==> src/logic/tfl_pkg.sv <==
package tfl_pkg;
    // Channel order: 0 remote 1, 1 local, 2 remote 2
    localparam int NUM_CH = 3;
    localparam int NUM_OFS = 2;
    localparam int IDX_W = 8;
    localparam int WORD_LSB = 2;
    localparam int DATA_W = 32;
    localparam int BYTE_W = 8;
    localparam int HYST_W = 4;
    // Temperatures in quarter degrees: 8 integer bits, 2 fraction bits
    localparam int FRAC_W = 2;
    localparam int TEMP_W = 10;

    // Register indices; byte address is four times the index
    localparam logic [IDX_W-1:0] IDX_START [NUM_CH] = '{8'h67, 8'h68, 8'h69};
    localparam logic [IDX_W-1:0] IDX_CRIT [NUM_CH] = '{8'h6a, 8'h6b, 8'h6c};
    localparam logic [IDX_W-1:0] IDX_HYST_RL = 8'h6d;
    localparam logic [IDX_W-1:0] IDX_HYST_R2 = 8'h6e;
    localparam logic [IDX_W-1:0] IDX_TEST = 8'h6f;
    localparam logic [IDX_W-1:0] IDX_OFS [NUM_OFS] = '{8'h70, 8'h71};
    localparam logic [IDX_W-1:0] IDX_IRQ_STAT = 8'h80;
    localparam logic [IDX_W-1:0] IDX_IRQ_MASK = 8'h81;
    localparam logic [IDX_W-1:0] IDX_NONE = 8'hff;

    // Reset values
    localparam logic [BYTE_W-1:0] START_RST = 8'h5a;
    localparam logic [BYTE_W-1:0] CRIT_RST = 8'h64;
    localparam logic [BYTE_W-1:0] HYST_RL_RST = 8'h44;
    localparam logic [BYTE_W-1:0] HYST_R2_RST = 8'h40;
    localparam logic [BYTE_W-1:0] OFS_RST = 8'h00;

    // Field layout
    localparam logic [BYTE_W-1:0] CRIT_OFF = 8'h80;
    localparam int TEST_BIT = 0;
    localparam int HYST_LO_LSB = 0;
    localparam int HYST_HI_LSB = 4;

    // Interrupt status layout: override entered per channel, fan start per channel
    localparam int EVT_W = 6;
    localparam int EVT_FULL_LSB = 0;
    localparam int EVT_RUN_LSB = 3;
endpackage : tfl_pkg

==> src/logic/tfl_chan.sv <==
`timescale 1ns/100ps
module tfl_chan
(
    input wire logic pclk,
    input wire logic presetn,
    input wire logic temp_valid,
    input wire logic [tfl_pkg::TEMP_W-1:0] temp_raw,
    input wire logic [tfl_pkg::BYTE_W-1:0] offset,
    input wire logic [tfl_pkg::BYTE_W-1:0] start_thr,
    input wire logic [tfl_pkg::BYTE_W-1:0] crit_lim,
    input wire logic [tfl_pkg::HYST_W-1:0] hyst,
    output logic fan_run_reg,
    output logic full_duty_reg,
    output logic alarm_reg
);
    localparam int CW = tfl_pkg::TEMP_W + 2;
    logic signed [CW-1:0] sum_next;
    logic [tfl_pkg::TEMP_W-1:0] corr_reg;
    logic valid_d_reg;
    logic signed [CW-1:0] corr_s;
    logic signed [CW-1:0] start_q;
    logic signed [CW-1:0] crit_q;
    logic signed [CW-1:0] hyst_q;
    logic crit_en;

    // Offset in half degrees becomes two quarter steps, sign extended
    assign sum_next = $signed({2'h0, temp_raw}) + $signed({{(CW-9){offset[7]}}, offset, 1'h0});
    // Limits and hysteresis scaled to quarter degrees, one degree per code
    assign corr_s = $signed({2'h0, corr_reg});
    assign start_q = $signed({2'h0, start_thr, 2'h0});
    assign crit_q = $signed({2'h0, crit_lim, 2'h0});
    assign hyst_q = $signed({{(CW-tfl_pkg::HYST_W-tfl_pkg::FRAC_W){1'b0}}, hyst, 2'h0});
    assign crit_en = (crit_lim != tfl_pkg::CRIT_OFF);

    // Corrected reading, saturated to the reading range
    always_ff @(posedge pclk or negedge presetn)
    begin
        if (!presetn)
        begin
            corr_reg <= '0;
            valid_d_reg <= 1'b0;
        end
        else
        begin
            valid_d_reg <= temp_valid;
            if (temp_valid)
            begin
                if (sum_next[CW-1])
                    corr_reg <= '0;
                else if (sum_next[CW-2:tfl_pkg::TEMP_W] != '0)
                    corr_reg <= '1;
                else
                    corr_reg <= sum_next[tfl_pkg::TEMP_W-1:0];
            end
        end
    end

    // Fan start with hysteresis below the start threshold
    always_ff @(posedge pclk or negedge presetn)
    begin
        if (!presetn)
            fan_run_reg <= 1'b0;
        else if (valid_d_reg)
        begin
            if (corr_s > start_q)
                fan_run_reg <= 1'b1;
            else if (corr_s <= start_q - hyst_q)
                fan_run_reg <= 1'b0;
        end
    end

    // Critical override latch and alarm comparator
    always_ff @(posedge pclk or negedge presetn)
    begin
        if (!presetn)
        begin
            full_duty_reg <= 1'b0;
            alarm_reg <= 1'b0;
        end
        else if (!crit_en)
        begin
            full_duty_reg <= 1'b0;
            alarm_reg <= 1'b0;
        end
        else if (valid_d_reg)
        begin
            alarm_reg <= (corr_s > crit_q);
            if (corr_s > crit_q)
                full_duty_reg <= 1'b1;
            else if (corr_s < crit_q - hyst_q)
                full_duty_reg <= 1'b0;
        end
    end
endmodule : tfl_chan

==> src/logic/tfl_xnor_tree.sv <==
`timescale 1ns/100ps
module tfl_xnor_tree
#(
    parameter int N = 8
)
(
    input wire logic pclk,
    input wire logic presetn,
    input wire logic enable,
    input wire logic [N-1:0] pins,
    output logic tree_out_reg
);
    logic [N-1:0] stage;

    // Chain of exclusive-NOR gates across the test pins
    assign stage[0] = pins[0];
    generate
        for (genvar i = 1; i < N; i++)
        begin : g_stage
            assign stage[i] = ~(stage[i-1] ^ pins[i]);
        end
    endgenerate

    // Tree result is registered and held low outside test mode
    always_ff @(posedge pclk or negedge presetn)
    begin
        if (!presetn)
            tree_out_reg <= 1'b0;
        else
            tree_out_reg <= enable & stage[N-1];
    end
endmodule : tfl_xnor_tree

==> src/logic/tfl_limit_regs.sv <==
// Local design decision: the APB interface to the registers.
`timescale 1ns/100ps
// Function
// Fan runs once reading exceeds start threshold
// Thresholds reset 0x5a, critical limits 0x64
// Critical overtemperature forces all fans full
// Critical limit 0x80 disables the override
// Override holds until below limit minus hysteresis
// Alarm pin driven low when over limit
// Three 4-bit hysteresis fields, fixed positions
// Fan keeps running down to threshold minus hysteresis
// Software keeps hysteresis at four or more
// Lock bit discards writes to these registers
// Test bit selects the pin tree mode
// Software leaves upper test bits unwritten
// Signed half-degree offset added to readings; remote 2 has no offset register here, its offset is tied to zero
// Comparisons use corrected reading, degree hysteresis
module tfl_limit_regs
#(
    parameter int ADDR_W = 12,
    parameter int TEST_PINS = 8
)
(
    input wire logic pclk,
    input wire logic presetn,
    input wire logic [ADDR_W-1:0] paddr,
    input wire logic psel,
    input wire logic penable,
    input wire logic pwrite,
    input wire logic [tfl_pkg::DATA_W-1:0] pwdata,
    output logic [tfl_pkg::DATA_W-1:0] prdata,
    output logic pready,
    output logic pslverr,
    input wire logic temp_valid,
    input wire logic [tfl_pkg::TEMP_W-1:0] remote1_temp,
    input wire logic [tfl_pkg::TEMP_W-1:0] local_temp,
    input wire logic [tfl_pkg::TEMP_W-1:0] remote2_temp,
    input wire logic cfg_lock,
    input wire logic critical_thermal_alarm_pin_output_mode,
    input wire logic [TEST_PINS-1:0] test_pins,
    output logic [tfl_pkg::NUM_CH-1:0] fan_min_duty_run,
    output logic fan_full_duty,
    output logic critical_thermal_alarm_out,
    output logic critical_thermal_alarm_oe,
    output logic pin_tree_test_mode,
    output logic xnor_tree_out,
    output logic irq
);
    logic [tfl_pkg::BYTE_W-1:0] start_thr_reg [tfl_pkg::NUM_CH];
    logic [tfl_pkg::BYTE_W-1:0] crit_lim_reg [tfl_pkg::NUM_CH];
    logic [tfl_pkg::BYTE_W-1:0] ofs_reg [tfl_pkg::NUM_OFS];
    logic [tfl_pkg::BYTE_W-1:0] hyst_rl_reg;
    logic [tfl_pkg::BYTE_W-1:0] hyst_r2_reg;
    logic test_en_reg;
    logic [tfl_pkg::EVT_W-1:0] irq_stat_reg;
    logic [tfl_pkg::EVT_W-1:0] irq_mask_reg;
    logic [tfl_pkg::NUM_CH-1:0] full_prev_reg;
    logic [tfl_pkg::NUM_CH-1:0] run_prev_reg;
    logic [tfl_pkg::NUM_CH-1:0] ch_full;
    logic [tfl_pkg::NUM_CH-1:0] ch_alarm;
    logic [tfl_pkg::TEMP_W-1:0] ch_temp [tfl_pkg::NUM_CH];
    logic [tfl_pkg::BYTE_W-1:0] ch_ofs [tfl_pkg::NUM_CH];
    logic [tfl_pkg::HYST_W-1:0] ch_hyst [tfl_pkg::NUM_CH];
    logic [tfl_pkg::EVT_W-1:0] evt;
    logic [tfl_pkg::EVT_W-1:0] irq_clr;
    logic [tfl_pkg::IDX_W-1:0] acc_idx;
    logic [tfl_pkg::BYTE_W-1:0] rd_byte;
    logic rd_hit;
    logic access;
    logic wr_fire;
    logic cfg_wr;

    // Word index of an aligned mapped address, or the no-register code
    function automatic logic [tfl_pkg::IDX_W-1:0] word_of(input logic [ADDR_W-1:0] a);
        logic [tfl_pkg::IDX_W-1:0] idx;
        idx = tfl_pkg::IDX_NONE;
        if ((a[tfl_pkg::WORD_LSB-1:0] == '0) && (a[ADDR_W-1:tfl_pkg::IDX_W+tfl_pkg::WORD_LSB] == '0))
            idx = a[tfl_pkg::IDX_W+tfl_pkg::WORD_LSB-1:tfl_pkg::WORD_LSB];
        return idx;
    endfunction : word_of

    // APB handshake: one wait state, write takes effect at the completing edge
    assign access = psel & penable;
    assign acc_idx = word_of(paddr);
    assign wr_fire = access & pready & pwrite;
    assign cfg_wr = wr_fire & ~cfg_lock;

    // Ready, read data and error are loaded in the first access cycle
    always_ff @(posedge pclk or negedge presetn)
    begin
        if (!presetn)
        begin
            pready <= 1'b0;
            prdata <= '0;
            pslverr <= 1'b0;
        end
        else
        begin
            pready <= access & ~pready;
            if (access & ~pready)
            begin
                prdata <= {{(tfl_pkg::DATA_W-tfl_pkg::BYTE_W){1'b0}}, rd_byte};
                pslverr <= ~rd_hit;
            end
        end
    end

    // Read multiplexer; unused bits read as zero
    always_comb
    begin
        rd_byte = 8'h00;
        rd_hit = 1'b1;
        if (acc_idx == tfl_pkg::IDX_HYST_RL)
            rd_byte = hyst_rl_reg;
        else if (acc_idx == tfl_pkg::IDX_HYST_R2)
            rd_byte = hyst_r2_reg;
        else if (acc_idx == tfl_pkg::IDX_TEST)
            rd_byte[tfl_pkg::TEST_BIT] = test_en_reg;
        else if (acc_idx == tfl_pkg::IDX_IRQ_STAT)
            rd_byte[tfl_pkg::EVT_W-1:0] = irq_stat_reg;
        else if (acc_idx == tfl_pkg::IDX_IRQ_MASK)
            rd_byte[tfl_pkg::EVT_W-1:0] = irq_mask_reg;
        else if (acc_idx == tfl_pkg::IDX_OFS[0])
            rd_byte = ofs_reg[0];
        else if (acc_idx == tfl_pkg::IDX_OFS[1])
            rd_byte = ofs_reg[1];
        else
            rd_hit = 1'b0;
        for (int i = 0; i < tfl_pkg::NUM_CH; i++)
        begin
            if (acc_idx == tfl_pkg::IDX_START[i])
            begin
                rd_byte = start_thr_reg[i];
                rd_hit = 1'b1;
            end
            if (acc_idx == tfl_pkg::IDX_CRIT[i])
            begin
                rd_byte = crit_lim_reg[i];
                rd_hit = 1'b1;
            end
        end
    end

    // Per-channel thresholds and critical limits
    always_ff @(posedge pclk or negedge presetn)
    begin
        if (!presetn)
        begin
            for (int i = 0; i < tfl_pkg::NUM_CH; i++)
            begin
                start_thr_reg[i] <= tfl_pkg::START_RST;
                crit_lim_reg[i] <= tfl_pkg::CRIT_RST;
            end
        end
        else if (cfg_wr)
        begin
            for (int i = 0; i < tfl_pkg::NUM_CH; i++)
            begin
                if (acc_idx == tfl_pkg::IDX_START[i])
                    start_thr_reg[i] <= pwdata[tfl_pkg::BYTE_W-1:0];
                if (acc_idx == tfl_pkg::IDX_CRIT[i])
                    crit_lim_reg[i] <= pwdata[tfl_pkg::BYTE_W-1:0];
            end
        end
    end

    // Hysteresis, reading offsets and test enable
    always_ff @(posedge pclk or negedge presetn)
    begin
        if (!presetn)
        begin
            hyst_rl_reg <= tfl_pkg::HYST_RL_RST;
            hyst_r2_reg <= tfl_pkg::HYST_R2_RST;
            test_en_reg <= 1'b0;
            for (int i = 0; i < tfl_pkg::NUM_OFS; i++)
                ofs_reg[i] <= tfl_pkg::OFS_RST;
        end
        else if (cfg_wr)
        begin
            if (acc_idx == tfl_pkg::IDX_HYST_RL)
                hyst_rl_reg <= pwdata[tfl_pkg::BYTE_W-1:0];
            if (acc_idx == tfl_pkg::IDX_HYST_R2)
                hyst_r2_reg <= pwdata[tfl_pkg::BYTE_W-1:0];
            // Only the enable bit is kept; upper bits are not for software
            if (acc_idx == tfl_pkg::IDX_TEST)
                test_en_reg <= pwdata[tfl_pkg::TEST_BIT];
            for (int i = 0; i < tfl_pkg::NUM_OFS; i++)
                if (acc_idx == tfl_pkg::IDX_OFS[i])
                    ofs_reg[i] <= pwdata[tfl_pkg::BYTE_W-1:0];
        end
    end

    // Channel inputs: hysteresis fields and offsets per channel
    assign ch_temp[0] = remote1_temp;
    assign ch_temp[1] = local_temp;
    assign ch_temp[2] = remote2_temp;
    assign ch_hyst[0] = hyst_rl_reg[tfl_pkg::HYST_HI_LSB +: tfl_pkg::HYST_W];
    assign ch_hyst[1] = hyst_rl_reg[tfl_pkg::HYST_LO_LSB +: tfl_pkg::HYST_W];
    assign ch_hyst[2] = hyst_r2_reg[tfl_pkg::HYST_HI_LSB +: tfl_pkg::HYST_W];
    assign ch_ofs[0] = ofs_reg[0];
    assign ch_ofs[1] = ofs_reg[1];
    assign ch_ofs[2] = tfl_pkg::OFS_RST;

    // One comparator per temperature channel
    generate
        for (genvar g = 0; g < tfl_pkg::NUM_CH; g++)
        begin : g_ch
            tfl_chan u_ch
            (
                .pclk (pclk),
                .presetn (presetn),
                .temp_valid (temp_valid),
                .temp_raw (ch_temp[g]),
                .offset (ch_ofs[g]),
                .start_thr (start_thr_reg[g]),
                .crit_lim (crit_lim_reg[g]),
                .hyst (ch_hyst[g]),
                .fan_run_reg (fan_min_duty_run[g]),
                .full_duty_reg (ch_full[g]),
                .alarm_reg (ch_alarm[g])
            );
        end
    endgenerate

    // Fail-safe drive and open-drain alarm pin
    always_ff @(posedge pclk or negedge presetn)
    begin
        if (!presetn)
        begin
            fan_full_duty <= 1'b0;
            critical_thermal_alarm_out <= 1'b0;
            critical_thermal_alarm_oe <= 1'b0;
        end
        else
        begin
            fan_full_duty <= |ch_full;
            critical_thermal_alarm_out <= 1'b0;
            critical_thermal_alarm_oe <= critical_thermal_alarm_pin_output_mode & (|ch_alarm);
        end
    end

    // Pin tree test mode
    assign pin_tree_test_mode = test_en_reg;

    tfl_xnor_tree #(.N (TEST_PINS)) u_tree
    (
        .pclk (pclk),
        .presetn (presetn),
        .enable (test_en_reg),
        .pins (test_pins),
        .tree_out_reg (xnor_tree_out)
    );

    // Events: override entered and fan started, rising edges per channel
    assign evt[tfl_pkg::EVT_FULL_LSB +: tfl_pkg::NUM_CH] = ch_full & ~full_prev_reg;
    assign evt[tfl_pkg::EVT_RUN_LSB +: tfl_pkg::NUM_CH] = fan_min_duty_run & ~run_prev_reg;
    assign irq_clr = (wr_fire && (acc_idx == tfl_pkg::IDX_IRQ_STAT)) ? pwdata[tfl_pkg::EVT_W-1:0] : '0;

    // Sticky status, write one to clear, a new event wins over the clear
    always_ff @(posedge pclk or negedge presetn)
    begin
        if (!presetn)
        begin
            full_prev_reg <= '0;
            run_prev_reg <= '0;
            irq_stat_reg <= '0;
            irq_mask_reg <= '0;
            irq <= 1'b0;
        end
        else
        begin
            full_prev_reg <= ch_full;
            run_prev_reg <= fan_min_duty_run;
            irq_stat_reg <= (irq_stat_reg & ~irq_clr) | evt;
            if (wr_fire && (acc_idx == tfl_pkg::IDX_IRQ_MASK))
                irq_mask_reg <= pwdata[tfl_pkg::EVT_W-1:0];
            irq <= |(irq_stat_reg & irq_mask_reg);
        end
    end
endmodule : tfl_limit_regs

==> config.mk <==
export PLATFORM = sky130hd
export DESIGN_NAME = tfl_limit_regs
export DESIGN_NICKNAME = d
export VERILOG_FILES = /design/src/logic/tfl_pkg.sv /design/src/logic/tfl_chan.sv /design/src/logic/tfl_xnor_tree.sv /design/src/logic/tfl_limit_regs.sv
export SDC_FILE = /design/constraint.sdc
export NUM_CORES = 1
export LEC_CHECK = 0
export BUFFER_PORTS_ARGS = -buffer_cell sky130_fd_sc_hd__buf_2
export CORE_ASPECT_RATIO = 1.25
export CORE_MARGIN = 8
export CORE_UTILIZATION = 54
export DETAILED_ROUTE_END_ITERATION = 10
export GPL_TIMING_DRIVEN = 1
export PLACE_DENSITY = 0.78
export SLEW_MARGIN = 20
export SYNTH_ARGS = -nofsm -noshare
export SYNTH_HDL_FRONTEND = slang
export SYNTH_SLANG_ARGS = --single-unit
==> constraint.sdc <==
create_clock -name pclk -period 2.8 [get_ports pclk]
set_input_delay 0.28 -clock pclk [delete_from_list [all_inputs] [get_ports pclk]]
set_output_delay 0.28 -clock pclk [all_outputs]
set_load 0.02 [all_outputs]
Word level (Yosys, flattened, before mapping). Index checks and enable logic that the tools add are counted.

Flip-flop bits (word level): 153. Bits of input ports: 90. Word-level logic and storage cells: 196.

Bitwise logic cells: 32. $lt $le $gt $ge: 12. Reduce and logical (&&, ||, !) cells: 28. $add $sub $neg: 8. Muxes and demuxes: 59. Equality and inequality tests: 22.

Operators with widths (count): == test 8 x 7 -> 1 bit, second input constant (11); 2-to-1 mux 8 bit (11); subtractor 10 x 6 -> 11 bit (6); greater-than comparator 10 bit (6); 2-to-1 mux 10 bit (4); 2-to-1 mux 1 bit (38); <= comparator 11 x 12 -> 1 bit (3); < comparator 11 x 12 -> 1 bit (3); AND reduction 2 bit (17); adder 11 x 9 -> 12 bit (2); inequality test 8 bit, second input constant (3); 2-to-1 mux 6 bit (3); == test 8 bit, second input constant (2); AND 6 bit (2); inverter 1 bit (10); inequality test 3 bit, second input constant (3); AND 1 bit (7); 2-to-1 mux 7 bit (1); bitwise XOR 1 bit (7); AND 3 bit (2); inequality test 2 x 1 -> 1 bit, second input constant (3); inverter 3 bit (2); inverter 6 bit (1); bitwise OR 6 bit (1); 6 further kinds (13).

Longest topological paths before layout.
Depth after elaboration: 18. Depth in mapped cells: 14. Depth with buffers taken out: 14.

Modules after synthesis. Synthesis repeated with hierarchy kept, for this count alone.

Cell total of the unflattened synthesis: 1300. Area, all modules: 12409.4 sq um.

Modules (own cells, without submodules): tfl_limit_regs (instances 1, sequential area each 2832.7 sq um, cells an instance 506, area an instance 5733.0 sq um); tfl_chan (g_ch[1].u_ch ...) (instances 2, sequential area each 350.3 sq um, cells an instance 260, area an instance 2210.9 sq um); tfl_chan (g_ch[0].u_ch) (instances 1, sequential area each 350.3 sq um, cells an instance 265, area an instance 2162.1 sq um); tfl_xnor_tree (instances 1, sequential area each 25.0 sq um, cells an instance 9, area an instance 92.6 sq um).

Worst setup path after synthesis. No wires, ideal clock.

Path type: reg2reg. Start: register hyst_rl_reg[6] (netlist bit). End: register g_ch[0].u_ch.full_duty_reg. Buffers on the path: 0. Required time: 2.680 ns. Slack: -0.131 ns. Clock period less this slack: 2.931 ns. Arrival time: 2.811 ns. Stages on the path, launching flop included: 13. Cells stage by stage: dfstp_2 inv_1 ha_1 nor2b_1 o21ai_0 nand2_1 nor2_1 xnor2_1 ha_1 o211ai_1 nor3_1 or4_1 a31o_2.

Longest elaborated chain between the ends: 4.

Ends and longest elaborated chain: from (decl) (RTL line tfl_limit_regs.sv:52) `logic [tfl_pkg::BYTE_W-1:0] hyst_rl_reg;`; from (signal assigned) (RTL line tfl_limit_regs.sv:172) `hyst_rl_reg <= tfl_pkg::HYST_RL_RST;`; from (signal assigned) (RTL line tfl_limit_regs.sv:181) `hyst_rl_reg <= pwdata[tfl_pkg::BYTE_W-1:0];`; subtractor 10 x 6 -> 11 bit (RTL line tfl_chan.sv:90) `else if (corr_s < crit_q - hyst_q)`; < comparator 11 x 12 -> 1 bit (RTL line tfl_chan.sv:90); inequality test 3 bit (no line); AND reduction 2 bit (no line); to (signal assigned) (RTL line tfl_chan.sv:82) `full_duty_reg <= 1'b0;`; to (signal assigned) (RTL line tfl_chan.sv:89) `full_duty_reg <= 1'b1;`; to (signal assigned) (RTL line tfl_chan.sv:91) `full_duty_reg <= 1'b0;`; to (decl) (RTL line tfl_chan.sv:13) `output logic full_duty_reg,`.

Every way passes these cells. A chain may end at the register's enable or synchronous reset.

Worst setup path in the final report.
Start: register crit_lim_reg[0] (netlist bit). End: register g_ch[2].u_ch.full_duty_reg.

Longest elaborated chain between the ends: 4. Elaborated cells on any way between the ends: 10.

Ends and longest elaborated chain: from (decl) (RTL line tfl_limit_regs.sv:50) `logic [tfl_pkg::BYTE_W-1:0] crit_lim_reg [tfl_pkg::NUM_CH];`; from (signal, indexed assignment) (RTL line tfl_limit_regs.sv:152) `crit_lim_reg[i] <= tfl_pkg::CRIT_RST;`; from (signal, indexed assignment) (RTL line tfl_limit_regs.sv:162) `crit_lim_reg[i] <= pwdata[tfl_pkg::BYTE_W-1:0];`; subtractor 10 x 6 -> 11 bit or greater-than comparator 10 bit (tied branches) (RTL line tfl_chan.sv:90, tfl_chan.sv:88); < comparator 11 x 12 -> 1 bit or 2-to-1 mux 1 bit (tied branches) (RTL line tfl_chan.sv:90, tfl_chan.sv:88); inequality test 3 bit (no line) or 2-to-1 mux 1 bit (tied branches); AND reduction 2 bit (no line) or 2-to-1 mux 1 bit (tied branches); to (signal assigned) (RTL line tfl_chan.sv:82); to (signal assigned) (RTL line tfl_chan.sv:89); to (signal assigned) (RTL line tfl_chan.sv:91); to (decl) (RTL line tfl_chan.sv:13).

Parallel ways exist; a longest one is shown, timed or not. The select of a mux whose other input is x is not followed.

==> flow_summary.ini <==
[outcome]
status = finished with violations
violations = negative setup slack

[hold_path]
hold_path_depth = 3
min_from = remote2_temp[2]
hold_path_class = in -> reg
min_to = g_ch[2].u_ch.corr_reg[2]

[detailed_routing]
dr_total_vias = 10142
drc = 0
dr.pass1.iters = 5
drtIter0Drc = 625
via_per_inst = 6.14
finalWirelength_microns = 36700
wl_per_cell_microns = 22.2
ant_nets = 0

[final_layout]
area_delta_synth_final_pct = 19.2
multi_input_area_sq_um = 7350
drive_gt1_frac = 0.302
fillCellCount = 1660
largest_reg_flops = 30
nets = 1596
n_antenna_cell = 0
final_area_sq_um = 13900
seqCellArea_sq_um = 3860

[floorplan]
pin_count = 133
dieHeight_microns = 180
start_util = 0.545
die_x_microns = 147
die_area_sq_um = 26500
fp.coreArea_sq_um = 21300
rows = 60

[sta]
fin_crit_sh = 1.08
fin_worst_skew_ns = 0.00924
setup_violations = 5
final-hold-violation-count = 0
setup_ws_ns = -0.233
worst_slew_pin_slew_ns = 1.02
layout_min_cycle_time_ns = 3.03
fin_worst_hold_slack_ns = 0.0642
drv_slew = 0
tns_ns = -0.734
rsz0062_at_grt = yes
clock.fmax_mhz = 330
maxSlewHeadroom = 0.316

[critical_path]
end_kind = flip-flop
cp-start-kind = flip-flop
r2r_end = g_ch[2].u_ch.full_duty_reg
reg2reg_depth = 13
cpPeakStageDelay_ns = 0.54
crit_arrival_ns = 3.36
timing.critical_path.from = crit_lim_reg[0]
cp_data_required_time_ns = 3.12
cp_top_family = simple AND/OR/NAND/NOR gates
r2r_start = crit_lim_reg[0]
slowest_stage = or4_1
r2r_slack_ns = -0.23
cp_max_fo = 2
crit_buf_inv = 1
path_cells = inv_1 > ha_2 > fa_2 > nor2b_2 > o21ai_2 > nand2_2 > nor2_2 > xnor2_1 > ha_1 > o211ai_1 > nor3_1 > or4_1 > a31o_2
worstSetupPathType = reg -> reg

[power_and_ir_drop]
internal_power_mw = 3.94
power_switching_share = 0.294
clock_power_share = 0.415
p_leak_nw = 6.47
power_density_nw_per_um2 = 403
peakVddDrop_uv = 406
seqPwrFrac = 0.438
pwr-share-comb = 0.148
switching_power_mw = 1.64

[place]
dpl_cell_area_sq_um = 12900
hpwl_microns = 27900
gp_congestion = 1.01
port_buffers = 83

[clocking]
clock_latency_ns = 0.43
cts_root_buffer = clkbuf_16
numCtsBuffers = 17
path_clk_slew_ns = 0.07
clock_path_buffers = 2
htree_num_levels = 4
cts_tree = yes
cts_sinks = 153

[synthesis]
syn_area_per_cell_sq_um = 9.87
synth_compound_area_frac = 0.163
synth_seq_cells = 153
synthFlopType = dfrtp_1
ys_seq_area_frac = 0.332
synth_cells = 1178
netlist_area_sq_um = 11600
synth.area.top_cells = dfrtp_1, ha_1, mux2_2
synthMuxAreaShare = 0.106
async_reset_ff_frac = 1.00
synth_simple_gate_area_share = 0.138
synthAdderAreaFrac = 0.161
yosysUniqueCellTypes = 86
yosys.area_share.xor_xnor = 0.0377
synth_area_leader_cell = dfrtp_1
synth_most_common_cell = ha_1
yosys-top-cells-count = ha_1, dfrtp_1, inv_1
synth_edf_count = 0
synth_top_area_frac = 0.278
synth_top_family_by_area = compound AO/OA/AOI/OAI gates
yosysWarnings = 0

[global_routing]
grt_usage = 0.272
antenna_found_initial = 0
grt_max_degree = 64
globalRouteOverflowTotal = 0
grt_pass1_vias = 10271
grt_first_pass_wirelength_microns = 56500

[flow_run]
maxCapViolCount = 0
## cell usage in the layout, fill, tap and decap left out, types with 10 or more instances in the layout
cell type,instances
a21o_1,16
a21oi_1,51
a22oi_1,10
buf_2,82
buf_4,113
clkbuf_16,17
conb_1,25
dfrtp_1,128
dfstp_2,24
ha_1,126
inv_1,92
mux2_2,77
mux2i_1,15
nand2_1,48
nand2b_1,21
nand3_1,14
nand4_1,27
nor2_1,48
nor2b_1,28
nor3_1,17
nor4_1,12
o21a_1,17
o21ai_0,43
o21ai_1,12
o22ai_1,15
o2bb2ai_1,10
xnor2_1,42
## metrics by stage
step,total power [mW],worst slack [ns],instances,util
floorplan,2.97,-0.0276,1202,-
global placement,3.25,-0.149,1590,0.605
detailed placement,3.28,-0.209,1590,0.605
CTS,5.58,-0.168,1642,0.641
global route,5.78,-0.308,1653,0.650
finish,5.58,-0.233,1653,0.650
## power groups by stage
stage	registers, mW	logic (mW)	clock network [mW]
after detailed placement	2.48	0.801	0
after global routing	2.45	0.918	2.41
after global placement	2.48	0.772	0
final	2.44	0.824	2.31
after floorplan	2.43	0.541	0
after CTS	2.44	0.812	2.32
## timing repair
| item | CTS | global route |
|---|---|---|
| setup endpoints to repair | 6 | 6 |
| pin swaps | 35 | 38 |
| buffers inserted | 19 | 12 |
| resized for setup | 13 | 34 |
| hold buffers | 1 | 0 |
| hold endpoints to repair | 51 | 0 |
## kinds of logic after synthesis
logic type      after synthesis
xor+xnor                     50
other cells                   1
fa+ha+maj                   145
flops                       153
compound gates              277
buf+inv                     160
mux                         108
simple gates                284
## worst reg2reg max path, cell delays in order (launching register included)
cell and delay (ns):
dfrtp_1 0.36, inv_1 0.06, ha_2 0.19, fa_2 0.36
nor2b_2 0.14, o21ai_2 0.08, nand2_2 0.10, nor2_2 0.05
xnor2_1 0.13, ha_1 0.33, o211ai_1 0.27, nor3_1 0.10
or4_1 0.54, a31o_2 0.21
## area by class of cell
type | count | share of cell area
clock inverters | 13 | 0.00948
repair buffers | 201 | 0.0963
inverters | 99 | 0.0272
clock buffers | 19 | 0.0327
flip-flops and latches | 153 | 0.279
multi-input cells | 889 | 0.531
well taps | 279 | 0.0252
## worst max path at each step
stage / endpoint / slack [ns] / cells after the start
6_report: g_ch[2].u_ch.full_duty_reg / -0.23 / 13
5_1_grt: g_ch[2].u_ch.full_duty_reg / -0.31 / 18
4_1_cts: g_ch[0].u_ch.fan_run_reg / -0.17 / 13
3_5_place_dp: g_ch[0].u_ch.fan_run_reg / -0.21 / 14
3_3_place_gp: g_ch[0].u_ch.fan_run_reg / -0.15 / 13
2_1_floorplan: g_ch[1].u_ch.full_duty_reg / -0.03 / 13
## layer usage
metal,vias up,track usage,part of all wire
li1,4647,-,-
met1,4945,0.307,0.39
met2,411,0.475,0.50
met3,139,0.0460,0.054
met4,0,0.158,0.054
met5,-,0,0
Note: power is estimated with default switching activity, not from simulation.
